<file path="src/rtl/audio_defs.svh">
// What this block does
// - system clock is 128 to 1152 times fs
// - count 3072 system clocks before leaving reset
// - load default mode settings after initialization
// - hold output at mid level during reset
// - start output after one clean sample period
// - shift serial data on bit clock rise
// - word clock edge latches channel word
// - source sends 32, 48 or 64 bits per frame
// - source derives link clocks from system clock
// - suspend on rate change or stopped clock
// - resynchronise alone within three sample periods
// - register variant takes RJ, I2S, LJ formats
// - pin variant takes I2S or RJ16 only
// - samples are two's complement, MSB first
// - word clock polarity depends on format
// - oversampling rate follows detected clock ratio
// - zero detect after 1024 zero sample periods
// - zero flag high while zero detected
// - invert and common settings shape zero flags
`ifndef AUDIO_DEFS_SVH
`define AUDIO_DEFS_SVH

`define SAMPLE_W        24
`define INIT_CYCLES     12'd3072
`define ZERO_PERIODS    11'd1024
`define GAP_PERIODS     18'd3
`define RATIO_TOL       16'd4
`define RATIO_COUNT     7
`define OS64_MIN_IDX    3'd4
`define OS32_MIN_IDX    3'd2
`define LJ_OFFSET       7'd0
`define FIFO_DEPTH      16
`define FRAME_BITS      64
`define BCLK_DIV_HALF   4

`endif

</file>
<file path="src/rtl/audio_pkg.sv">
`include "audio_defs.svh"

package audio_pkg;

	typedef enum logic [2:0]
	{
		FMT_RJ24 = 3'h0,
		FMT_RJ20 = 3'h1,
		FMT_RJ18 = 3'h2,
		FMT_RJ16 = 3'h3,
		FMT_I2S  = 3'h4,
		FMT_LJ24 = 3'h5
	} fmt_t;

	typedef enum logic [3:0]
	{
		ST_INIT = 4'b0001,
		ST_SYNC = 4'b0010,
		ST_RUN  = 4'b0100,
		ST_SUSP = 4'b1000
	} dev_state_t;

	typedef enum logic [1:0]
	{
		OS_16X = 2'h0,
		OS_32X = 2'h1,
		OS_64X = 2'h2
	} os_rate_t;

	typedef struct packed
	{
		dev_state_t     st;
		logic [11:0]    init_cnt;
		logic [2:0]     sync1;
		logic [2:0]     sync2;
		logic           bclk_prev;
		logic           ws_prev;
		logic           ws_bit;
		logic           frame_prev;
		logic [5:0]     pos;
		logic [23:0]    acc;
		logic [23:0]    sr;
		logic [15:0]    gap_cnt;
		logic [15:0]    bclk_per;
		logic [15:0]    frame_cnt;
		logic [1:0]     frames_seen;
		fmt_t           fmt;
		logic           invert;
		logic           common_sel;
		os_rate_t       os;
		logic [2:0]     ratio_idx;
		logic           ratio_ok;
		logic [10:0]    zcnt_l;
		logic [10:0]    zcnt_r;
		logic [23:0]    data;
		logic           right;
		logic           valid;
	} dev_s_t;

	typedef struct packed
	{
		logic [7:0]     div_cnt;
		logic           bclk;
		logic [6:0]     bit_idx;
		logic           ws;
		logic           data;
		logic [47:0]    frame;
	} host_s_t;

endpackage

</file>
<file path="src/rtl/audio_link_if.sv">
`timescale 1ns/10ps

interface audio_link_if;
	logic   bit_clock;
	logic   word_select_clock;
	logic   serial_data;

	modport source
	(
		output bit_clock,
		output word_select_clock,
		output serial_data
	);

	modport sink
	(
		input bit_clock,
		input word_select_clock,
		input serial_data
	);
endinterface

</file>
<file path="src/rtl/audio_dac_front_end.sv">
`timescale 1ns/10ps

module audio_dac_front_end
	import audio_pkg::*;
#(
	parameter bit PIN_CONTROL = 1'b0
) (
	input  wire logic           clk_in,
	input  wire logic           rst_n_in,
	audio_link_if.sink          link,
	input  wire fmt_t           format_code_in,
	input  wire logic           format_select_in,
	input  wire logic           zero_flag_invert_in,
	input  wire logic           zero_flag_common_sel_in,
	output logic [23:0]         sample_data_out,
	output logic                sample_right_out,
	output logic                sample_valid_out,
	output logic                mid_level_reference_out,
	output os_rate_t            os_rate_out,
	output logic [2:0]          ratio_index_out,
	output logic                zero_flag_left_out,
	output logic                zero_flag_right_out
);
	localparam logic [15:0] RATIOS [`RATIO_COUNT] =
		'{16'd128, 16'd192, 16'd256, 16'd384, 16'd512, 16'd768, 16'd1152};

	dev_s_t         q;
	dev_s_t         n;
	logic           bclk;
	logic           ws;
	logic           din;
	logic           rise;
	logic           ws_rise;
	logic           fws;
	logic           is_i2s;
	logic           stalled;
	logic           rate_bad;
	logic           left_now;
	logic [23:0]    word;
	logic [15:0]    diff;
	logic           zl;
	logic           zr;
	logic           both;

	////////////////////////////////////////////////////////////////////////
	function automatic logic [15:0] abs_diff(input logic [15:0] a, input logic [15:0] b);
		abs_diff = (a > b) ? a - b : b - a;
	endfunction

	function automatic logic [23:0] rj_word(input fmt_t f, input logic [23:0] sr);
		case (f)
			FMT_RJ20: rj_word = {{4{sr[19]}}, sr[19:0]};
			FMT_RJ18: rj_word = {{6{sr[17]}}, sr[17:0]};
			FMT_RJ16: rj_word = {{8{sr[15]}}, sr[15:0]};
			default:  rj_word = sr;
		endcase
	endfunction

	////////////////////////////////////////////////////////////////////////
	always_comb
	begin
		n        = q;
		n.valid  = 1'b0;
		// pins pass two flops; only sync2 feeds logic
		n.sync1  = {link.bit_clock, link.word_select_clock, link.serial_data};
		n.sync2  = q.sync1;
		bclk     = q.sync2[2];
		ws       = q.sync2[1];
		din      = q.sync2[0];
		n.bclk_prev = bclk;
		n.ws_prev   = ws;
		rise     = bclk & ~q.bclk_prev;
		ws_rise  = ws & ~q.ws_prev;
		is_i2s   = q.fmt == FMT_I2S;
		// i2s framing uses word clock one bit late, then matches left justified
		fws      = is_i2s ? q.ws_bit : ws;
		left_now = 1'b0;
		word     = 24'h0;
		diff     = 16'h0;
		rate_bad = 1'b0;

		// bit clock stall over three periods
		n.gap_cnt = (q.gap_cnt == 16'hffff) ? q.gap_cnt : q.gap_cnt + 16'h1;
		stalled = (q.bclk_per != 16'h0) &&
			({2'b00, q.gap_cnt} > ({2'b00, q.bclk_per} * `GAP_PERIODS));
		if (rise)
		begin
			n.bclk_per = q.gap_cnt + 16'h1;
			n.gap_cnt  = 16'h0;
		end

		n.frame_cnt = (q.frame_cnt == 16'hffff) ? q.frame_cnt : q.frame_cnt + 16'h1;
		if (ws_rise)
		begin
			n.frame_cnt = 16'h1;
			if (q.frames_seen != 2'd3)
			begin
				n.frames_seen = q.frames_seen + 2'd1;
			end
			if (q.frames_seen >= 2'd2)
			begin
				diff = abs_diff(q.frame_cnt, RATIOS[q.ratio_idx]);
				rate_bad = !q.ratio_ok || (diff > `RATIO_TOL);
			end
			if (q.frames_seen >= 2'd1)
			begin
				n.ratio_ok = 1'b0;
				for (int i = 0; i < `RATIO_COUNT; i++)
				begin
					if (abs_diff(q.frame_cnt, RATIOS[i]) <= `RATIO_TOL)
					begin
						n.ratio_ok  = 1'b1;
						n.ratio_idx = 3'(i);
					end
				end
				if (n.ratio_idx >= `OS64_MIN_IDX)
				begin
					n.os = OS_64X;
				end
				else if (n.ratio_idx >= `OS32_MIN_IDX)
				begin
					n.os = OS_32X;
				end
				else
				begin
					n.os = OS_16X;
				end
			end
			// mode changes only at frame start so a word is never split
			n.invert     = zero_flag_invert_in;
			n.common_sel = zero_flag_common_sel_in;
			if (PIN_CONTROL)
			begin
				n.fmt = format_select_in ? FMT_RJ16 : FMT_I2S;
			end
			else
			begin
				n.fmt = format_code_in;
			end
		end

		if (rise)
		begin
			n.ws_bit     = ws;
			n.frame_prev = fws;
			n.sr         = {q.sr[22:0], din};
			if (fws != q.frame_prev)
			begin
				word     = (q.fmt <= FMT_RJ16) ? rj_word(q.fmt, q.sr) : q.acc;
				left_now = q.frame_prev ^ is_i2s;
				if (q.st == ST_RUN)
				begin
					n.valid = 1'b1;
					n.data  = word;
					n.right = ~left_now;
					if (left_now)
					begin
						n.zcnt_l = (word != 24'h0) ? 11'h0 :
							((q.zcnt_l == `ZERO_PERIODS) ? q.zcnt_l : q.zcnt_l + 11'h1);
					end
					else
					begin
						n.zcnt_r = (word != 24'h0) ? 11'h0 :
							((q.zcnt_r == `ZERO_PERIODS) ? q.zcnt_r : q.zcnt_r + 11'h1);
					end
				end
				n.acc = {din, 23'h0};
				n.pos = 6'h1;
			end
			else
			begin
				if (q.pos < 6'd24)
				begin
					n.acc[5'(6'd23 - q.pos)] = din;
				end
				n.pos = (q.pos == 6'h3f) ? q.pos : q.pos + 6'h1;
			end
		end

		case (q.st)
			ST_INIT:
			begin
				n.init_cnt    = q.init_cnt + 12'h1;
				n.frames_seen = 2'd0;
				n.zcnt_l      = 11'h0;
				n.zcnt_r      = 11'h0;
				if (q.init_cnt == `INIT_CYCLES - 12'h1)
				begin
					// defaults loaded at end of init
					n.fmt        = PIN_CONTROL ? FMT_I2S : FMT_LJ24;
					n.invert     = 1'b0;
					n.common_sel = 1'b0;
					n.st         = ST_SYNC;
				end
			end
			ST_SYNC:
			begin
				if (stalled)
				begin
					n.st          = ST_SUSP;
					n.frames_seen = 2'd0;
				end
				else if (rate_bad)
				begin
					n.frames_seen = 2'd1;
				end
				else if (q.frames_seen >= 2'd2 && q.ratio_ok)
				begin
					n.st = ST_RUN;
				end
			end
			ST_RUN:
			begin
				if (stalled || rate_bad)
				begin
					n.st          = ST_SUSP;
					n.frames_seen = 2'd0;
				end
			end
			ST_SUSP:
			begin
				n.frames_seen = 2'd0;
				// restart alone once bit clock returns
				if (rise)
				begin
					n.st = ST_SYNC;
				end
			end
			default:
			begin
				n.st = ST_INIT;
			end
		endcase
	end

	always_ff @(posedge clk_in)
	begin
		if (!rst_n_in)
		begin
			q     <= '0;
			q.st  <= ST_INIT;
			q.fmt <= FMT_LJ24;
			q.os  <= OS_64X;
		end
		else
		begin
			q <= n;
		end
	end

	////////////////////////////////////////////////////////////////////////
	assign sample_data_out  = q.data;
	assign sample_right_out = q.right;
	assign sample_valid_out = q.valid;
	assign os_rate_out      = q.os;
	assign ratio_index_out  = q.ratio_idx;
	assign mid_level_reference_out = q.st != ST_RUN;

	// flag high while zero condition holds
	assign zl   = q.zcnt_l == `ZERO_PERIODS;
	assign zr   = q.zcnt_r == `ZERO_PERIODS;
	assign both = zl & zr;
	assign zero_flag_left_out  = (q.common_sel ? both : zl) ^ q.invert;
	assign zero_flag_right_out = (q.common_sel ? both : zr) ^ q.invert;
endmodule

</file>
<file path="src/flat_wrapper.sv">
// flat-port wrapper written by rule: the top's interface ports become plain ports
module audio_dac_front_end_flat import audio_pkg::*;
#(
	parameter bit PIN_CONTROL = 1'b0
)
  (clk_in, rst_n_in, format_code_in, format_select_in, zero_flag_invert_in, zero_flag_common_sel_in, sample_data_out, sample_right_out, sample_valid_out, mid_level_reference_out, os_rate_out, ratio_index_out, zero_flag_left_out, zero_flag_right_out, link_bit_clock, link_word_select_clock, link_serial_data);
  audio_link_if link_i ();
  input  wire logic clk_in;
  input  wire logic rst_n_in;
  input  wire fmt_t format_code_in;
  input  wire logic format_select_in;
  input  wire logic zero_flag_invert_in;
  input  wire logic zero_flag_common_sel_in;
  output logic [23:0] sample_data_out;
  output logic sample_right_out;
  output logic sample_valid_out;
  output logic mid_level_reference_out;
  output os_rate_t os_rate_out;
  output logic [2:0] ratio_index_out;
  output logic zero_flag_left_out;
  output logic zero_flag_right_out;
  input wire logic [$bits(link_i.bit_clock)-1:0] link_bit_clock;
  input wire logic [$bits(link_i.word_select_clock)-1:0] link_word_select_clock;
  input wire logic [$bits(link_i.serial_data)-1:0] link_serial_data;
  assign link_i.bit_clock = link_bit_clock;
  assign link_i.word_select_clock = link_word_select_clock;
  assign link_i.serial_data = link_serial_data;
  audio_dac_front_end #(.PIN_CONTROL(PIN_CONTROL)) u_core (.clk_in(clk_in), .rst_n_in(rst_n_in), .link(link_i), .format_code_in(format_code_in), .format_select_in(format_select_in), .zero_flag_invert_in(zero_flag_invert_in), .zero_flag_common_sel_in(zero_flag_common_sel_in), .sample_data_out(sample_data_out), .sample_right_out(sample_right_out), .sample_valid_out(sample_valid_out), .mid_level_reference_out(mid_level_reference_out), .os_rate_out(os_rate_out), .ratio_index_out(ratio_index_out), .zero_flag_left_out(zero_flag_left_out), .zero_flag_right_out(zero_flag_right_out));
endmodule
</file>
<file path="config.mk">
export PLATFORM = sky130hd
export DESIGN_NAME = audio_dac_front_end_flat
export DESIGN_NICKNAME = d
export VERILOG_FILES = /design/src/rtl/audio_pkg.sv /design/src/rtl/audio_link_if.sv /design/src/rtl/audio_dac_front_end.sv /design/src/flat_wrapper.sv
export VERILOG_INCLUDE_DIRS = /design/src /design/src/rtl
export SDC_FILE = /design/constraint.sdc
export NUM_CORES = 1
export LEC_CHECK = 0
export ABC_AREA = 1
export BUFFER_PORTS_ARGS = -buffer_cell sky130_fd_sc_hd__buf_4
export CORE_MARGIN = 3
export CORE_UTILIZATION = 55
export DETAILED_ROUTE_END_ITERATION = 8
export HOLD_SLACK_MARGIN = 0.08
export PLACE_DENSITY_LB_ADDON = 0.12
export SLEW_MARGIN = 10
export SYNTH_ARGS = -nofsm -noshare
export SYNTH_HDL_FRONTEND = slang
export SYNTH_SLANG_ARGS = --single-unit
</file>
<file path="constraint.sdc">
create_clock -name clk_in -period 5.63 [get_ports clk_in]
set_clock_uncertainty 0.1 [all_clocks]
set_input_delay 0.8445 -clock clk_in [delete_from_list [all_inputs] [get_ports clk_in]]
set_output_delay 0.8445 -clock clk_in [all_outputs]
set_load 0.01 [all_outputs]
</file>
**Yosys cells after proc, flatten, opt, wreduce, memory -nomap -nowiden**

Memories as Yosys holds them, arrays and structs flattened.
Cells that the tools add are included.

- Add/sub/neg operators: 24
- Multiply operators: 1
- Div/mod/pow operators: 0
- $lt $le $gt $ge: 26
- Eq/ne operators: 26
- Shifts and indexed selects: 0
- Mux-type cells: 58
- Bitwise logic cells: 11
- Reductions and logical operators: 21

Operators with widths:

| kind | count |
|---|---|
| $mux W16 | 10 |
| $le A16 B3 Y1 const B | 7 |
| $mux W24 | 4 |
| $pmux W24 S3 | 1 |
| $mux W4 | 15 |
| $mux W11 | 4 |
| $add A16 B1 Y16 const B | 2 |
| $eq A16 B16 Y1 const B | 2 |
| $gt A16 B10 Y1 const B | 2 |
| $gt A16 B8 Y1 const B | 2 |
| $gt A16 B9 Y1 const B | 2 |
| $sub A10 B16 Y16 const A | 2 |
| $sub A16 B10 Y16 const B | 2 |
| $sub A16 B16 Y16 | 2 |
| $sub A16 B8 Y16 const B | 2 |
| $sub A16 B9 Y16 const B | 2 |
| $sub A8 B16 Y16 const A | 2 |
| $sub A9 B16 Y16 const A | 2 |
| $mux W30 | 1 |
| $bwmux W24 | 1 |
| $reduce_bool A24 Y1 | 1 |
| $add A11 B1 Y11 const B | 2 |
| $eq A11 B11 Y1 const B | 2 |
| $gt A16 B18 Y1 | 1 |
| other kinds (55) | 94 |

- Bits in registers: 189
- Bits in latches: 0
- Bits in writable memories: 0
- Memory bits (read-only): 128
- Bits of input ports: 11
- Output and inout port bits: 34
- Logic and storage cells: 195
- Memories kept: 1

Memories:

| memory | depth | width | rd ports | clocked after Yosys merged registers in | wr ports | line | text |
|---|---|---|---|---|---|---|---|
| (no name shown) | 8 | 16 | 1 | 0 | 0 | audio_dac_front_end.sv:102 | `diff = abs_diff(q.frame_cnt, RATIOS[q.ratio_idx]);` |

**Longest topological paths before layout**

- Depth after elaboration: 20
- Depth in mapped cells: 27
- Gate-level depth less buffers: 27

**Worst setup path before layout**

No wires, ideal clock.

- Kind: register -> register
- From: register u_core.q[77] in the netlist's numbering
- To: register u_core.q[187] in the netlist's numbering
- Setup time: 0.115 ns
- Arrival: 3.282 ns
- Required time: 5.415 ns
- Setup slack: 2.133 ns
- Cell stages (with the launch flop): 21
- Buffers on the path: 0
- Period minus slack after synthesis: 3.497 ns
- Cells stage by stage: dfxtp_1 ha_1 inv_1 fa_1 o21ai_0 a31oi_1 o21ai_0 nand3_1 nand2_1 xnor2_1 ha_1 nand4_1 nor3_1 a2111oi_0 nand4_1 nand2_1 inv_1 nand2_1 nand3_1 o21ai_0 inv_1

- Word-level cells in the longest chain between the ends: 6
- Elaborated cells between the ends (all ways): 11
- Classes of those cells: mul (1); order compare (1); eq/ne (3); mux (2); reduce/logical (4)

RTL lines:

| what | line | text |
|---|---|---|
| start, declared | audio_dac_front_end.sv:27 | `dev_s_t q;` |
| start signal, assigned | audio_dac_front_end.sv:247 | `q <= n;` |
| $mul A16 B2 Y18 (no source line) | -- |  |
| $gt A16 B18 Y1 | audio_dac_front_end.sv:85 | `` ({2'b00, q.gap_cnt} > ({2'b00, q.bclk_per} * `GAP_PERIODS)); `` |
| $logic_and A1 B1 Y1 * | audio_dac_front_end.sv:84 | `stalled = (q.bclk_per != 16'h0) &&` |
| $logic_or A1 B1 Y1 | audio_dac_front_end.sv:214 | `if (stalled \|\| rate_bad)` |
| $ne A2 B2 Y1 (no source line) | -- |  |
| $reduce_and A5 Y1 (no source line) | -- |  |

Every way passes the cells marked *; elsewhere a longest branch is shown, timed or not.
A chain may end at the register's enable or synchronous reset.

**Worst setup path in the final report**

Ends and elaborated chain as after synthesis.

==> flow_summary.ini <==
[global_route]
grt_pass1_wl_um = 60000
grt_max_degree = 56
grt_pass1_vias = 12290
gr-total-overflow = 0
antenna_found_initial = 0
grt_usage_pct = 27.4
met2_usage_pct = 43.9
busiest_layer = met2
use_met3_pct = 4.41
met1_usage_pct = 37.5

[worst_setup_path]
endpoint = u_core.q[187]$_SDFFE_PN0P_
rrSetupSlack_ns = 1.34
reg2reg_from = u_core.q[77]$_SDFFE_PN0P_
reg2reg_to = u_core.q[187]$_SDFFE_PN0P_
arrival_ns = 4.52
r2r_cells = 20
crit_path_max_fanout = 4
cp-start-kind = flip-flop
endpoint_kind = flip-flop
required_ns = 5.86
worstSetupStartpoint = u_core.q[77]$_SDFFE_PN0P_
critPathKind = flip-flop to flip-flop

[power]
p_per_area_nw_per_um2 = 221
clkPwrFrac_pct = 40.8
p_comb_share_pct = 15.2
peakVddDrop_mv = 0.184
power.total_mw = 3.17
p_leak_nw = 6.42
switching_share_pct = 32.9
power.switching_mw = 1.04
seqPwrFrac_pct = 44.0
p_int_mw = 2.13

[clocking]
hold_buffers = 0
cts_sinks = 189
h-tree-depth = 4
cts_buffer_depth = 2
cts_root_buf = clkbuf_16
postCtsSetupRepairBufs = 0
clk_latency_ns = 0.45
cts_buffers = 17
cts_tree = built
ctsResizeCount = 0
cts.clk_slew.worst_paths_ns = 0.08

[timing]
max_slew.worst_pin.slew_ns = 1.03
period_share_pct = 76.2
slew_viol_final = 0
setup-tns-final_ns = 0
setup_viol = 0
rsz0062_at_grt = no
relSlewSlack_pct = 31.1
fmax_mhz = 233
min_period_ns = 4.29
hold_violations = 0

[floorplan]
io_pins = 45
start_util_pct = 56.6
die_w_um = 162
dieArea_um2 = 26300
rows = 56
die_h_um = 162
core_um2 = 23700

[route]
drt_iter0_markers = 1051
antenna_left = 0
routed_wl_um = 36500
wl_per_cell_um = 15.2
drtPass1Iterations = 8
dr_total_vias = 13363
via_per_inst = 5.58
drc = 0

[layout]
syn_to_final_growth_pct = 7.17
final_core_util_pct = 60.7
drive_gt1_share_pct = 7.08
nFillCells = 2330
antennaDiodeCount = 0
seq_area_um2 = 3780
nets = 2157
multi_input_area_um2 = 8120

[yosys]
yosysSeqAreaShare_pct = 28.2
syn_nets = 2175
yosysTopAreaCellShare_pct = 28.2
synthArstFlopShare_pct = 0
yosys_warnings = 0
synth_fa_ha_area_share_pct = 7.86
ys_ff_latch = 189
synthTopCellsByArea = dfxtp_1, nand2_1, ha_1
synth_common_cells = nand2_1, inv_1, nor2_1, dfxtp_1, a21oi_1
avgSynthCellArea_um2 = 6.44
syn_inst = 2081
synth_ff_type = dfxtp_1
synthSimpleGateAreaFrac_pct = 31.5
synthMuxAreaShare_pct = 0
synth_cell_types = 51
synth_top_family_by_area = simple AND/OR/NAND/NOR gates
synth_compound_area_share_pct = 16.3
syn_area_um2 = 13400
synth.largest_area_cell = dfxtp_1
synth.most_common_cell = nand2_1
synthXorXnorAreaFrac_pct = 4.90
synth_edf_count = 0

[placement]
place_hpwl_um = 26500
io_buffers = 43
place.gp.congestion = 0.987

[min_path]
hold_path_class = flip-flop to flip-flop

[run_status]
outcome = finished clean

[job]
drv_cap = 0
## how the worst min path moves through the flow
stage                        startpoint                     end  cells past startpoint
5_1_grt        u_core.n[167]$_SDFF_PN0_   u_core.din$_SDFF_PN0_                      2
4_1_cts        u_core.n[167]$_SDFF_PN0_   u_core.din$_SDFF_PN0_                      2
6_report       u_core.n[167]$_SDFF_PN0_   u_core.din$_SDFF_PN0_                      2
3_3_place_gp   u_core.n[169]$_SDFF_PN0_  u_core.bclk$_SDFF_PN0_                      2
3_5_place_dp   u_core.n[167]$_SDFF_PN0_   u_core.din$_SDFF_PN0_                      2
2_1_floorplan  u_core.n[169]$_SDFF_PN0_  u_core.bclk$_SDFF_PN0_                      2
## cells in the final DEF, fill, tap and decap left out, types with 9 or more instances in the layout
cell type / n
nand2_1: 474
inv_1: 243
nor2_1: 230
dfxtp_1: 189
a21oi_1: 166
o21ai_0: 143
nand3_1: 112
ha_1: 81
xor2_1: 59
buf_4: 57
nand4_1: 55
nor3_1: 41
o22ai_1: 34
inv_2: 18
a31oi_1: 18
clkbuf_16: 17
xnor2_1: 16
nor4_1: 14
nand2_2: 11
a211oi_1: 9
o211ai_1: 9
## power groups by stage
stage | combinational, mW | clock, mW | sequential (mW)
detailed placement | 0.474 | 0 | 1.43
floorplan | 0.366 | 0 | 1.42
global placement | 0.466 | 0 | 1.42
CTS | 0.478 | 1.32 | 1.40
finish | 0.481 | 1.30 | 1.40
global route | 0.544 | 1.37 | 1.40
## critical path, cell delays in order, from the launching register on
cell	delay, ns
dfxtp_1	0.38
ha_1	0.19
inv_1	0.06
fa_1	0.40
o21ai_0	0.42
a31oi_1	0.19
o21ai_0	0.31
nand3_1	0.11
nand2_1	0.09
xnor2_1	0.13
ha_1	0.28
nand4_1	0.12
nor3_1	0.09
a2111oi_0	0.27
nand4_1	0.34
nand2_1	0.21
inv_1	0.08
nand2_1	0.08
nand3_1	0.10
o21ai_0	0.17
inv_1	0.06
## layout make-up
cell class	instances	share of cell area (%)
Clock inverter	15	1.52
Clock buffer	17	2.96
Sequential cell	189	26.3
Tap cell	319	2.78
Multi-Input combinational cell	1532	56.5
Timing Repair Buffer	57	2.98
Inverter	266	6.95
## sequential cells by signal, summed over array words and instances, names as in the netlist
name,flops
u_core.q,152
u_core.ratio_index_out,3
u_core.os_rate_out,2
u_core.sample_valid_out,1
u_core.n,4
u_core.sample_data_out,24
u_core.sample_right_out,1
u_core.bclk,1
u_core.din,1
## cell families after synthesis
family,after synthesis
compound gates,401
buf+inv,360
simple gates,973
xor+xnor,75
flops,189
fa+ha+maj,83
## stage by stage
stage / hold slack, ns / instance area [µm²] / worst slack (ns) / cells
3_5_place_dp: 0.302 / 13700 / 1.45 / 2363
6_report: 0.312 / 14400 / 1.34 / 2395
4_1_cts: 0.314 / 14400 / 1.36 / 2395
2_1_floorplan: 0.290 / 13400 / 2.13 / 2081
5_1_grt: 0.324 / 14400 / 0.865 / 2395
3_3_place_gp: 0.295 / 13700 / 1.53 / 2363
## layer usage
| metal | vias up | share of wire [%] |
|---|---|---|
| met1 | 6088 | 46 |
| met3 | 80 | 6.3 |
| met5 | - | 0 |
| met2 | 442 | 45 |
| li1 | 6753 | - |
| met4 | 0 | 3.2 |
(Power assumes the default switching activity.)
